## src/rtl/csru_map.svh

```systemverilog
// Purpose: Constants for the stack, reset and address unit
// Assumes: Included by the core only
// Notes: Offsets are byte addresses on the plain register port
`ifndef CSRU_MAP_SVH
`define CSRU_MAP_SVH
// Pointer and program counter reset values, RAM depth, advised data pointer maximum
`define CSRU_PTR_RST 8'h00
`define CSRU_PC_RST 14'h0000
`define CSRU_RAM_DEPTH 256
`define CSRU_DSP_ADVISED_MAX 8'hd8
// Clocking
`define CSRU_REF_CLK_MHZ 6
`define CSRU_CORE_PERIOD_NS 8
// Register offsets
`define CSRU_OFF_STATUS 8'h00
`define CSRU_OFF_USBADDR 8'h01
`define CSRU_OFF_INTCTL 8'h02
// Status and control fields
`define CSRU_STAT_RUN_BIT 0
`define CSRU_STAT_POR_BIT 4
`define CSRU_STAT_WDT_BIT 6
`define CSRU_STAT_POR_VAL 8'h11
`define CSRU_USBADDR_RST 7'h00
`endif

```

## src/rtl/csru_pkg.sv

```systemverilog
// Purpose: Types shared by the stack, reset and address unit
// Assumes: Nothing beyond the constant header
// Notes: Command and mode encodings are left to the tool
package csru_pkg;
  typedef enum logic [3:0] {
    CSRU_CMD_NONE,
    CSRU_CMD_INT_ACK,
    CSRU_CMD_CALL,
    CSRU_CMD_INT_RETURN,
    CSRU_CMD_SUB_RETURN,
    CSRU_CMD_PUSH,
    CSRU_CMD_POP,
    CSRU_CMD_LOAD_PSTK,
    CSRU_CMD_SWAP_DSP,
    CSRU_CMD_RD,
    CSRU_CMD_WR,
    CSRU_CMD_EI,
    CSRU_CMD_DI
  } csru_cmd_t;
  typedef enum logic [1:0] {
    CSRU_MODE_IMM,
    CSRU_MODE_DIR,
    CSRU_MODE_IDX
  } csru_mode_t;
  typedef enum logic [1:0] {
    CSRU_ST_IDLE,
    CSRU_ST_SAVE2,
    CSRU_ST_REST2
  } csru_state_t;
endpackage

```

## src/rtl/csru_core.sv

```systemverilog
// Purpose: Stack pointers, operand addressing and reset entry of the core
// Assumes: core_clk is the PLL output, locked when pll_lock is high
// Notes: Sequencer issues one command when busy is low
`timescale 1ns/100ps
`include "csru_map.svh"

////////////////////////////////////////////////////////////////////////
// Contract
// - Reset clears program stack pointer; program stack grows upward.
// - Program stack pointer loads from accumulator; never readable.
// - Interrupt acknowledge disables interrupts, saves PC and flags.
// - Write first byte, increment, write second byte, increment.
// - Return from interrupt: decrement, read second, decrement, read first.
// - Interrupts re-enabled only after PC and flags restored.
// - Call saves PC and flags like interrupt, pointer plus two.
// - Subroutine return restores PC only, flags kept, pointer minus two.
// - 256-byte data RAM with 8-bit address, shared by everything.
// - Push pre-decrements data stack pointer, then writes.
// - Pop reads at data stack pointer, then post-increments.
// - Data stack pointer resets to zero; push then writes 0xFF.
// - Swap exchanges accumulator and data stack pointer in one step.
// - Immediate mode uses the second instruction byte as constant.
// - Direct mode reads or writes the RAM byte at given address.
// - Indexed address is instruction constant plus index register.
// - Internal clock comes from PLL on 6 MHz crystal reference.
// - Exactly two reset sources: power-on and watchdog.
// - Any reset restores defaults, clears USB address, interrupts, pointers.
// - Status bit 4 records power-on, bit 6 records watchdog.
// - Execution starts at 0x0000; reset pushes nothing on stack.
module csru_core #(
  parameter int RAM_DEPTH = `CSRU_RAM_DEPTH
) (
  // Clock and reset sources
  input wire logic core_clk,
  input wire logic rst_b,
  input wire logic watchdog_reset_source,
  input wire logic pll_lock,
  // Sequencer command
  input wire logic cmd_valid,
  input wire csru_pkg::csru_cmd_t cmd,
  input wire csru_pkg::csru_mode_t mode,
  input wire logic [7:0] operand,
  input wire logic [7:0] index_register,
  input wire logic [7:0] accumulator,
  input wire logic [13:0] pc_in,
  input wire logic carry_in,
  input wire logic zero_in,
  // Sequencer answer
  output logic busy,
  output logic done,
  output logic [7:0] data_out,
  output logic pc_load,
  output logic flags_load,
  output logic [13:0] pc_out,
  output logic carry_out,
  output logic zero_out,
  output logic int_enable,
  output logic cpu_run,
  output logic [6:0] usb_dev_addr,
  // Register port
  input wire logic [7:0] reg_addr,
  input wire logic [7:0] reg_wdata,
  input wire logic reg_wr,
  input wire logic reg_rd,
  output logic [7:0] reg_rdata
);
  import csru_pkg::*;

  ////////////////////////////////////////////////////////////////////
  // Operand address: constant alone or constant plus index
  function automatic logic [7:0] opnd_addr_f(
    input csru_mode_t m,
    input logic [7:0] k,
    input logic [7:0] x
  );
    opnd_addr_f = (m == CSRU_MODE_IDX) ? k + x : k;
  endfunction

  ////////////////////////////////////////////////////////////////////
  // State
  // shared data RAM
  logic [7:0] mem [0:RAM_DEPTH-1];
  csru_state_t st_r, st_nxt;
  logic [7:0] pstk_r, pstk_nxt;
  logic [7:0] dsp_r, dsp_nxt;
  logic [7:0] hold_r, hold_nxt;
  logic from_int_r, from_int_nxt;
  logic ie_r, ie_nxt;
  logic [7:0] dout_r, dout_nxt;
  logic done_r, done_nxt;
  logic pcld_r, pcld_nxt;
  logic flld_r, flld_nxt;
  logic [13:0] pc_r, pc_nxt;
  logic cy_r, cy_nxt;
  logic zf_r, zf_nxt;
  logic boot_r;
  logic [7:0] stat_r;
  logic [6:0] uadr_r;
  logic [7:0] rdat_r;
  logic ram_we;
  logic [7:0] ram_wa;
  logic [7:0] ram_wd;

  ////////////////////////////////////////////////////////////////////
  // Decoding
  // power-on or watchdog
  wire sys_rst = !rst_b || watchdog_reset_source;
  wire run_ok = stat_r[`CSRU_STAT_RUN_BIT] && pll_lock && !sys_rst;
  wire idle = (st_r == CSRU_ST_IDLE);
  wire accept = cmd_valid && idle && run_ok;
  wire [7:0] opnd_addr = opnd_addr_f(mode, operand, index_register);
  wire [7:0] pstk_dec = pstk_r - 8'h01;
  wire [7:0] pstk_inc = pstk_r + 8'h01;
  wire [7:0] dsp_dec = dsp_r - 8'h01;
  wire [7:0] dsp_inc = dsp_r + 8'h01;
  // First stacked byte carries flags and the PC high bits
  wire [7:0] save_hi = {carry_in, zero_in, pc_in[13:8]};
  wire rd_pop = idle && cmd == CSRU_CMD_POP;
  wire rd_opnd = idle && cmd == CSRU_CMD_RD;
  wire [7:0] ram_ra = rd_pop ? dsp_r : (rd_opnd ? opnd_addr : pstk_dec);
  wire [7:0] ram_rd = mem[ram_ra];
  wire wr_stat = reg_wr && reg_addr == `CSRU_OFF_STATUS;
  wire wr_uadr = reg_wr && reg_addr == `CSRU_OFF_USBADDR;
  wire wr_ictl = reg_wr && reg_addr == `CSRU_OFF_INTCTL;
  wire [7:0] rd_val =
    (reg_addr == `CSRU_OFF_STATUS) ? stat_r :
    (reg_addr == `CSRU_OFF_USBADDR) ? {1'b0, uadr_r} :
    (reg_addr == `CSRU_OFF_INTCTL) ? {7'h00, ie_r} : 8'h00;

  ////////////////////////////////////////////////////////////////////
  // Command sequencing
  always_comb begin
    st_nxt = st_r;
    pstk_nxt = pstk_r;
    dsp_nxt = dsp_r;
    hold_nxt = hold_r;
    from_int_nxt = from_int_r;
    ie_nxt = wr_ictl ? reg_wdata[0] : ie_r;
    dout_nxt = dout_r;
    done_nxt = 1'b0;
    pcld_nxt = 1'b0;
    flld_nxt = 1'b0;
    pc_nxt = pc_r;
    cy_nxt = cy_r;
    zf_nxt = zf_r;
    ram_we = 1'b0;
    ram_wa = pstk_r;
    ram_wd = save_hi;
    case (st_r)
      CSRU_ST_IDLE: begin
        if (accept) begin
          case (cmd)
            CSRU_CMD_INT_ACK, CSRU_CMD_CALL: begin
              if (cmd == CSRU_CMD_INT_ACK) begin
                ie_nxt = 1'b0;
              end
              ram_we = 1'b1;
              hold_nxt = pc_in[7:0];
              pstk_nxt = pstk_inc;
              st_nxt = CSRU_ST_SAVE2;
            end
            CSRU_CMD_INT_RETURN, CSRU_CMD_SUB_RETURN: begin
              pstk_nxt = pstk_dec;
              hold_nxt = ram_rd;
              from_int_nxt = (cmd == CSRU_CMD_INT_RETURN);
              st_nxt = CSRU_ST_REST2;
            end
            CSRU_CMD_PUSH: begin
              dsp_nxt = dsp_dec;
              ram_we = 1'b1;
              ram_wa = dsp_dec;
              ram_wd = accumulator;
              done_nxt = 1'b1;
            end
            CSRU_CMD_POP: begin
              dout_nxt = ram_rd;
              dsp_nxt = dsp_inc;
              done_nxt = 1'b1;
            end
            CSRU_CMD_LOAD_PSTK: begin
              pstk_nxt = accumulator;
              done_nxt = 1'b1;
            end
            CSRU_CMD_SWAP_DSP: begin
              dsp_nxt = accumulator;
              dout_nxt = dsp_r;
              done_nxt = 1'b1;
            end
            CSRU_CMD_RD: begin
              dout_nxt = (mode == CSRU_MODE_IMM) ? operand : ram_rd;
              done_nxt = 1'b1;
            end
            CSRU_CMD_WR: begin
              // Immediate has no location, so nothing is stored
              ram_we = (mode != CSRU_MODE_IMM);
              ram_wa = opnd_addr;
              ram_wd = accumulator;
              done_nxt = 1'b1;
            end
            CSRU_CMD_EI: begin
              ie_nxt = 1'b1;
              done_nxt = 1'b1;
            end
            CSRU_CMD_DI: begin
              ie_nxt = 1'b0;
              done_nxt = 1'b1;
            end
            default: begin
              done_nxt = 1'b1;
            end
          endcase
        end
      end
      CSRU_ST_SAVE2: begin
        ram_we = 1'b1;
        ram_wd = hold_r;
        pstk_nxt = pstk_inc;
        done_nxt = 1'b1;
        st_nxt = CSRU_ST_IDLE;
      end
      CSRU_ST_REST2: begin
        pstk_nxt = pstk_dec;
        pc_nxt = {ram_rd[5:0], hold_r};
        pcld_nxt = 1'b1;
        if (from_int_r) begin
          cy_nxt = ram_rd[7];
          zf_nxt = ram_rd[6];
          flld_nxt = 1'b1;
          ie_nxt = 1'b1;
        end
        done_nxt = 1'b1;
        st_nxt = CSRU_ST_IDLE;
      end
      default: begin
        st_nxt = CSRU_ST_IDLE;
      end
    endcase
  end

  ////////////////////////////////////////////////////////////////////
  // Registers
  always_ff @(posedge core_clk) begin
    if (sys_rst) begin
      st_r <= CSRU_ST_IDLE;
      pstk_r <= `CSRU_PTR_RST;
      dsp_r <= `CSRU_PTR_RST;
      ie_r <= 1'b0;
      from_int_r <= 1'b0;
      hold_r <= 8'h00;
      done_r <= 1'b0;
      pcld_r <= 1'b0;
      flld_r <= 1'b0;
    end else begin
      st_r <= st_nxt;
      pstk_r <= pstk_nxt;
      dsp_r <= dsp_nxt;
      ie_r <= ie_nxt;
      from_int_r <= from_int_nxt;
      hold_r <= hold_nxt;
      done_r <= done_nxt;
      pcld_r <= pcld_nxt;
      flld_r <= flld_nxt;
    end
  end

  always_ff @(posedge core_clk) begin
    // fetch from zero, no stack write
    if (sys_rst) begin
      pc_r <= `CSRU_PC_RST;
      cy_r <= 1'b0;
      zf_r <= 1'b0;
      dout_r <= 8'h00;
      boot_r <= 1'b1;
    end else begin
      pc_r <= pc_nxt;
      cy_r <= cy_nxt;
      zf_r <= zf_nxt;
      dout_r <= dout_nxt;
      boot_r <= boot_r && !run_ok;
    end
  end

  // Content is undefined after reset, as firmware expects
  always_ff @(posedge core_clk) begin
    if (ram_we) begin
      mem[ram_wa] <= ram_wd;
    end
  end

  ////////////////////////////////////////////////////////////////////
  // Status and control; cause bits clear by writing zero, watchdog bit also by power-on reset
  always_ff @(posedge core_clk) begin
    if (!rst_b) begin
      stat_r <= `CSRU_STAT_POR_VAL;
    end else if (watchdog_reset_source) begin
      stat_r <= {2'b01, 1'b0, stat_r[`CSRU_STAT_POR_BIT], 4'h1};
    end else if (wr_stat) begin
      stat_r <= {reg_wdata[7],
                 reg_wdata[6] & stat_r[`CSRU_STAT_WDT_BIT],
                 reg_wdata[5],
                 reg_wdata[4] & stat_r[`CSRU_STAT_POR_BIT],
                 reg_wdata[3:0]};
    end
  end

  always_ff @(posedge core_clk) begin
    if (sys_rst) begin
      uadr_r <= `CSRU_USBADDR_RST;
    end else if (wr_uadr) begin
      uadr_r <= reg_wdata[6:0];
    end
  end

  // Pointer values deliberately have no read path
  always_ff @(posedge core_clk) begin
    if (!rst_b) begin
      rdat_r <= 8'h00;
    end else begin
      rdat_r <= reg_rd ? rd_val : 8'h00;
    end
  end

  ////////////////////////////////////////////////////////////////////
  // Outputs
  assign busy = !idle;
  assign done = done_r;
  assign data_out = dout_r;
  assign pc_load = pcld_r || (boot_r && run_ok);
  assign flags_load = flld_r;
  assign pc_out = pc_r;
  assign carry_out = cy_r;
  assign zero_out = zf_r;
  assign int_enable = ie_r;
  assign cpu_run = run_ok;
  assign usb_dev_addr = uadr_r;
  assign reg_rdata = rdat_r;

  ////////////////////////////////////////////////////////////////////
  // Checks
  property p_pstk_rst;
    @(posedge core_clk) sys_rst |=> pstk_r == 8'h00 && !ie_r;
  endproperty
  a_pstk_rst: assert property (p_pstk_rst)
    else $error("program stack pointer not cleared by reset");

  property p_dsp_rst;
    @(posedge core_clk) sys_rst |=> dsp_r == 8'h00 && uadr_r == 7'h00;
  endproperty
  a_dsp_rst: assert property (p_dsp_rst)
    else $error("reset left data pointer or USB address set");

  property p_save_two;
    @(posedge core_clk) disable iff (sys_rst)
      accept && (cmd == CSRU_CMD_CALL || cmd == CSRU_CMD_INT_ACK)
      |=> pstk_r == $past(pstk_r) + 8'h01
      ##1 pstk_r == $past(pstk_r, 2) + 8'h02 && done;
  endproperty
  a_save_two: assert property (p_save_two)
    else $error("save did not advance pointer by two");

  property p_ack_di;
    @(posedge core_clk) disable iff (sys_rst)
      accept && cmd == CSRU_CMD_INT_ACK |=> !int_enable [*2];
  endproperty
  a_ack_di: assert property (p_ack_di)
    else $error("interrupts stayed enabled on acknowledge");

  property p_sub_return_two;
    @(posedge core_clk) disable iff (sys_rst)
      accept && cmd == CSRU_CMD_SUB_RETURN
      |-> ##2 pstk_r == $past(pstk_r, 2) - 8'h02 && pc_load && !flags_load;
  endproperty
  a_sub_return_two: assert property (p_sub_return_two)
    else $error("return did not drop pointer by two");

  property p_int_return_ie;
    @(posedge core_clk) disable iff (sys_rst)
      accept && cmd == CSRU_CMD_INT_RETURN
      |-> ##2 int_enable && flags_load && pc_load;
  endproperty
  a_int_return_ie: assert property (p_int_return_ie)
    else $error("interrupts not enabled with restored state");

  logic [7:0] ram_wa_q;
  property p_push;
    @(posedge core_clk) disable iff (sys_rst)
      accept && cmd == CSRU_CMD_PUSH
      |-> ram_we && ram_wa == dsp_r - 8'h01 ##1 dsp_r == ram_wa_q;
  endproperty
  always_ff @(posedge core_clk) begin
    ram_wa_q <= ram_wa;
  end
  a_push: assert property (p_push)
    else $error("push did not pre-decrement");

  property p_pop;
    @(posedge core_clk) disable iff (sys_rst)
      accept && cmd == CSRU_CMD_POP
      |=> dsp_r == $past(dsp_r) + 8'h01 && data_out == $past(ram_rd);
  endproperty
  a_pop: assert property (p_pop)
    else $error("pop did not read then increment");

  property p_idx;
    @(posedge core_clk) disable iff (sys_rst)
      accept && cmd == CSRU_CMD_RD && mode == CSRU_MODE_IDX
      |-> ram_ra == operand + index_register;
  endproperty
  a_idx: assert property (p_idx)
    else $error("indexed address is not constant plus index");

  property p_wdt_cause;
    @(posedge core_clk) rst_b && watchdog_reset_source
      |=> stat_r[`CSRU_STAT_WDT_BIT] && stat_r[`CSRU_STAT_RUN_BIT];
  endproperty
  a_wdt_cause: assert property (p_wdt_cause)
    else $error("watchdog cause bit not recorded");
endmodule

```

## config.mk

```make
export PLATFORM = sky130hd
export DESIGN_NAME = csru_core
export DESIGN_NICKNAME = d
export VERILOG_FILES = /design/src/rtl/csru_pkg.sv /design/src/rtl/csru_core.sv
export VERILOG_INCLUDE_DIRS = /design/src /design/src/rtl
export SDC_FILE = /design/constraint.sdc
export NUM_CORES = 2
export LEC_CHECK = 0
export ABC_AREA = 1
export BUFFER_PORTS_ARGS = -buffer_cell sky130_fd_sc_hd__buf_2
export CORE_UTILIZATION = 60
export CTS_BUF_LIST = sky130_fd_sc_hd__clkbuf_4 sky130_fd_sc_hd__clkbuf_8
export DETAILED_ROUTE_END_ITERATION = 16
export GPL_TIMING_DRIVEN = 0
export PLACE_DENSITY = 0.75
export SYNTH_ARGS = -nofsm -noshare
export SYNTH_HDL_FRONTEND = slang
export SYNTH_SLANG_ARGS = --single-unit
```

## constraint.sdc

```tcl
create_clock -name core_clk -period 12.6 [get_ports core_clk]
set_input_delay 0.63 -clock core_clk [delete_from_list [all_inputs] [get_ports core_clk]]
set_output_delay 0.63 -clock core_clk [all_outputs]
set_load 0.02 [all_outputs]
```

# Word-level counts from Yosys, hierarchy flattened
# Memory sizes are Yosys's and may differ from the RTL's.
# Index checks and enable logic that the tools add are counted.
[classes]
eq_ne = 19
reduce_logical = 44
n_mux = 38
add_sub_neg = 5
bitwise_logic = 6
[ops]
columns = ["op", "count"]
rows = [
  ["$pmux 8 s3", 4],
  ["$mux 8", 10],
  ["$pmux 8 s2", 3],
  ["$mux 7", 3],
  ["$eq 4x4->1 const B", 5],
  ["$add 8x1->8 const B", 2],
  ["$eq 4x3->1 const B", 4],
  ["$sub 8x1->8 const B", 2],
  ["$reduce_and 3->1", 5],
  ["$reduce_or 2->1", 7],
  ["$mux 1", 12],
  ["$logic_and 1x1->1", 11],
  ["$reduce_bool 3->1", 3],
  ["$add 8x8->8", 1],
  ["$eq 4x2->1 const B", 2],
  ["$eq 8x1->1 const B", 1],
  ["$eq 8x2->1 const B", 1],
  ["$logic_not 8->1", 1],
  ["$pmux 1 s2", 4],
  ["$reduce_and 2->1", 4],
  ["$reduce_bool 2->1", 3],
  ["$eq 2x2->1 const B", 2],
  ["$eq 4x1->1 const B", 1],
  ["$logic_not 1->1", 4],
  ["11 further kinds", 17],
]
[word_totals]
inputBits = 69
memories = 1
mem_bits_rw = 2048
reg_bits = 79
elab_cells = 132
[mem_list]
columns = ["name", "depth", "width", "rd", "rd_ports_with_merged_regs", "write_ports", "line", "source"]
rows = [
  ["mem", 256, 8, 1, 0, 1, "csru_core.sv:82", "logic [7:0] mem [0:RAM_DEPTH-1];"],
]

# Depth between registers and ports, before layout
[logic_depth]
ltp_word = 9
mapped_depth = 23
mapped_depth_nobuf = 21

# Worst setup path after synthesis
# OpenSTA, ideal clock, no wires.
[synth_path]
path_kind = "input to register"
from = "input port rst_b"
to = "memory mem[0][0] (data pin)"
setup_slack_ps = 2629
stages = 11
n_path_buf = 1
t_arrival_ps = 8439
cell_sequence = "inv_2 > nor2_2 > nand3_1 > inv_2 > nand3_1 > inv_2 > nand2_1 > inv_2 > buf_2 > nor2_1 > o211ai_1"
[synth_via]
elab_chain_len = 7
[synth_lines]
columns = ["item", "line", "source"]
rows = [
  ["start, declared", "csru_core.sv:35", "input wire logic rst_b,"],
  ["$logic_not 1->1", "--", ""],
  ["$logic_or 1x1->1", "csru_core.sv:107", "wire sys_rst = !rst_b || watchdog_reset_source;"],
  ["$logic_not 1->1", "csru_core.sv:108", "wire run_ok = stat_r[`CSRU_STAT_RUN_BIT] && pll_lock && !sys_rst;"],
  ["$logic_and 1x1->1", "csru_core.sv:108", ""],
  ["net cpu_run", "csru_core.sv:58", "output logic cpu_run,"],
  ["$logic_and 1x1->1", "csru_core.sv:110", "wire accept = cmd_valid && idle && run_ok;"],
  ["$mux 8", "csru_core.sv:151", "if (accept) begin"],
  ["$pmux 8 s2", "csru_core.sv:149", "case (st_r)"],
  ["net ram_wd[0]", "csru_core.sv:102", "logic [7:0] ram_wd;"],
  ["end, declared", "csru_core.sv:82", ""],
]
# The timed path passes the listed nets, and every way through them passes these cells.

# Worst setup path in the final report
[layout_path]
from = "register st_r[0]"
to = "register hold_r[7]"
[layout_via]
elab_chain_len = 6
word_cells_on_any_way = 10
[layout_lines]
columns = ["item", "line", "source"]
rows = [
  ["start, declared", "csru_core.sv:83", "csru_state_t st_r, st_nxt;"],
  ["start signal, assigned", "csru_core.sv:254", "st_r <= st_nxt;"],
  ["$logic_not 2->1 (*)", "csru_core.sv:109, csru_core.sv:149", ""],
  ["$logic_and 1x1->1", "csru_core.sv:119", "wire rd_opnd = idle && cmd == CSRU_CMD_RD;"],
  ["$mux 8 (2 in a row)", "csru_core.sv:120", "wire [7:0] ram_ra = rd_pop ? dsp_r : (rd_opnd ? opnd_addr : pstk_dec);"],
  ["$mem_v2 256x8", "--", ""],
  ["$pmux 8 s2", "csru_core.sv:152", "case (cmd)"],
  ["end signal, assigned", "csru_core.sv:259", "hold_r <= hold_nxt;"],
  ["end, declared", "csru_core.sv:86", "logic [7:0] hold_r, hold_nxt;"],
]
# Every way passes the cells marked *; elsewhere a longest branch is shown, timed or not.
# A chain may end at the register's enable or synchronous reset.

==> out/results.ini <==
[detailed_routing]
drt_iter0_markers=12080
routed.top_layer=met5
wl_um=307600
wl_met1_um=106300
wl_met2_um=130200
wl_met3_um=49440
wl_per_cell_um=29.03
vias=68650
antenna_left=0
via_per_inst=6.478
drc_errors=0
first_pass_iters=10

[place]
portBuffers=113
place_ws_ns=6.890
placed_area_um2=93150
hpwl_um=219700
place_inst=9967
place.gp.congestion=1.060

[pwr]
ir_drop_mv=0.08743
powerDensity_nw_per_um2=151.9
leakage_uw=0.03606

[global_route]
grt_pass1_wl_um=430100
grt_usage=0.4085
antenna_found_initial=17
overflow=0
grt_max_degree=17
grt_pass1_vias=63620

[timing]
tightest_slew_ns=1.552
fin_skew_ns=0.05877
setup_tns_ns=0
worst_hold_slack_ns=0.06559
finalSetupViolCount=0
hold_viol_final=0
min_period_ns=5.640
rsz0062_at_grt=false
final.period_utilization=0.4476
slew_violations=11
setup_ws_ns=6.960
max_freq_ghz=0.1773
slew_headroom=-0.03470

[critical_path]
worstSetupStartpointType=flop
crit_arrival_ns=6.53
crit_path_cell_trace=inv_1 > ha_1 > nand3_2 > nor2_2 > buf_4 > nor2_1 > nor2_1 > o21ai_0 > o21ai_0 > clkbuf_1 > clkbuf_1 > nand3_1 > nand3_1 > nand3_1 > nand3_1 > nand3_1 > nand2_1 > nand2_1 > nand2_1 > a21oi_1
cp.depth=20
worstSetupPathType=reg2reg
r2r_cells=20
max_stage_delay_ns=1.16
r2r-start=st_r[0]
cp.buffers_inverters=4
crit_path_frequent_cell=nand3_1
required_ns=13.49
crit_family=buffers and inverters
crit_slowest_cell=clkbuf_1
cp-startpoint=st_r[0]
critPathMaxFanout=10
end_kind=flop

[clocking]
postCtsResizedCells=0
htreeDepth=5
insertion_delay_ns=1.05
root_buffer=clkbuf_8
clk_path_buf_depth=4
clk_pin_slew_worst_paths_ns=0.06
cts_sinks=2127
cts_tree=done
cts_buffers=347

[synth]
ys.flop_type=edfxtp_1
ys_types=52
synth_edf_count=2048
synth_area_leaders=edfxtp_1, nand3_1, nand2_1
yosys_register_bits=2127
ys_seq_area_frac=0.7126
syn_area_per_cell_um2=11.44
netlist_area_um2=88520
syn_inst=7738
synth_top_cell_by_area=edfxtp_1
syn_nets=7823
ys_warn_count=0
synth_top_area_frac=0.6947
async_reset_ff_frac=0

[finish]
final_layout_size_suffix_gt1_frac=0.1511
syn2layout_area_growth_pct=13.01
layout.nets=8512
final_common_cell=nand2_1
final_cell_mix=nand2_1, nand3_1, edfxtp_1, buf_2, clkbuf_8
final-instance-count-excl-fill=10600
final_area_um2=100000

[status]
status=complete, but fails checks
violations=max-capacitance violations, max-slew violations

[die]
ios=114
core-area_um2=146100
die-area_um2=149100
initial_utilization=0.6059
rows=140
die_x_um=386.1
die_h_um=386.1

[min_path]
hold_path.class=in2reg
hp-start=reg_wr
hold_depth=3

[flow_run]
maxCapViolCount=1

==> where the power goes <==
part           leakage, uW  total [uW]  switching (uW)  internal, uW
combinational       0.0136        1540            1160           373
clock              0.00347        5870            2740          3130
sequential          0.0190        7790            1.08          7790
total               0.0361       15200            3910         11300
==> final timing paths <==
path	endpoint	slack, ns
min reg2reg	reg_rdata[7]	0.46
max	hold_r[7]	6.96
max reg2reg	hold_r[7]	6.96
min	int_enable	0.07
==> layout make-up <==
cell class / count / area, um^2
Antenna cell: 9 / 22.52
Clock buffer: 473 / 5809
Multi-Input combinational cell: 4993 / 22460
Fill cell: 10450 / 46050
Inverter: 99 / 376.6
Sequential cell: 2127 / 63080
Clock inverter: 120 / 724.4
Timing Repair Buffer: 340 / 2459
Tap cell: 1917 / 2399
Buffer: 519 / 2709
==> synthesized netlist by cell type, drive strengths merged (4+ instances only) <==
| master | n |
|---|---|
| inv | 92 |
| clkbuf | 76 |
| clkinv | 7 |
| o21ai | 90 |
| o22ai | 7 |
| edfxtp | 2048 |
| xor2 | 19 |
| a31oi | 6 |
| dfxtp | 79 |
| ha | 15 |
| nor4 | 4 |
| nand3 | 2141 |
| nor2 | 303 |
| a21oi | 81 |
| nand2 | 2185 |
| o211ai | 15 |
| nor3 | 82 |
| a22oi | 6 |
| a211oi | 11 |
| buf | 443 |
==> cells by family after synthesis <==
group,Yosys count,share of synthesized area
DFF,2127,0.7126
AOI/OAI and AO/OA,233,0.01528
adders and majority gates,16,0.002346
xor gates and xnor gates,22,0.002177
buffers and inverters,618,0.03486
and+or+nand+nor,4722,0.2327
==> through the flow <==
step / power [uW] / util
floorplan: 8746 / -
global placement: 9470 / 0.6262
detailed placement: 9375 / 0.6376
CTS: 15050 / 0.6842
global route: 15460 / 0.6846
finish: 15200 / 0.6848
==> layer usage <==
metal / GRT usage / vias up
li1: - / 28970
met1: 0.5458 / 32630
met2: 0.5793 / 5998
met3: 0.1396 / 1035
met4: 0.2475 / 18
met5: 0 / -
==> sequential cells by signal, summed over array words and instances, names as in the netlist <==
| name | cells |
|---|---|
| reg_rdata | 8 |
| flags_load | 1 |
| int_enable | 1 |
| usb_dev_addr | 7 |
| boot_r | 1 |
| dsp_r | 8 |
| pc_out | 14 |
| from_int_r | 1 |
| hold_r | 8 |
| done | 1 |
| pstk_r | 8 |
| zero_out | 1 |
| stat_r | 8 |
| mem | 2048 |
| data_out | 8 |
| carry_out | 1 |
| pcld_r | 1 |
| st_r | 2 |
==> worst reg2reg max path, delay by kind of cell, from the launching register on <==
kind,cells,cell delay (ns)
compound gates,3,0.33
flops,1,0.34
buf+inv,4,2.30
simple gates,12,2.15
fa+ha+maj,1,0.38
==> timing repair <==
action,in CTS,in global routing
endpoints found under the hold margin,32,0
setup endpoints to repair,0,0
hold buffers,27,0
setup buffers,0,0
Note: power is estimated with default switching activity, not from simulation.
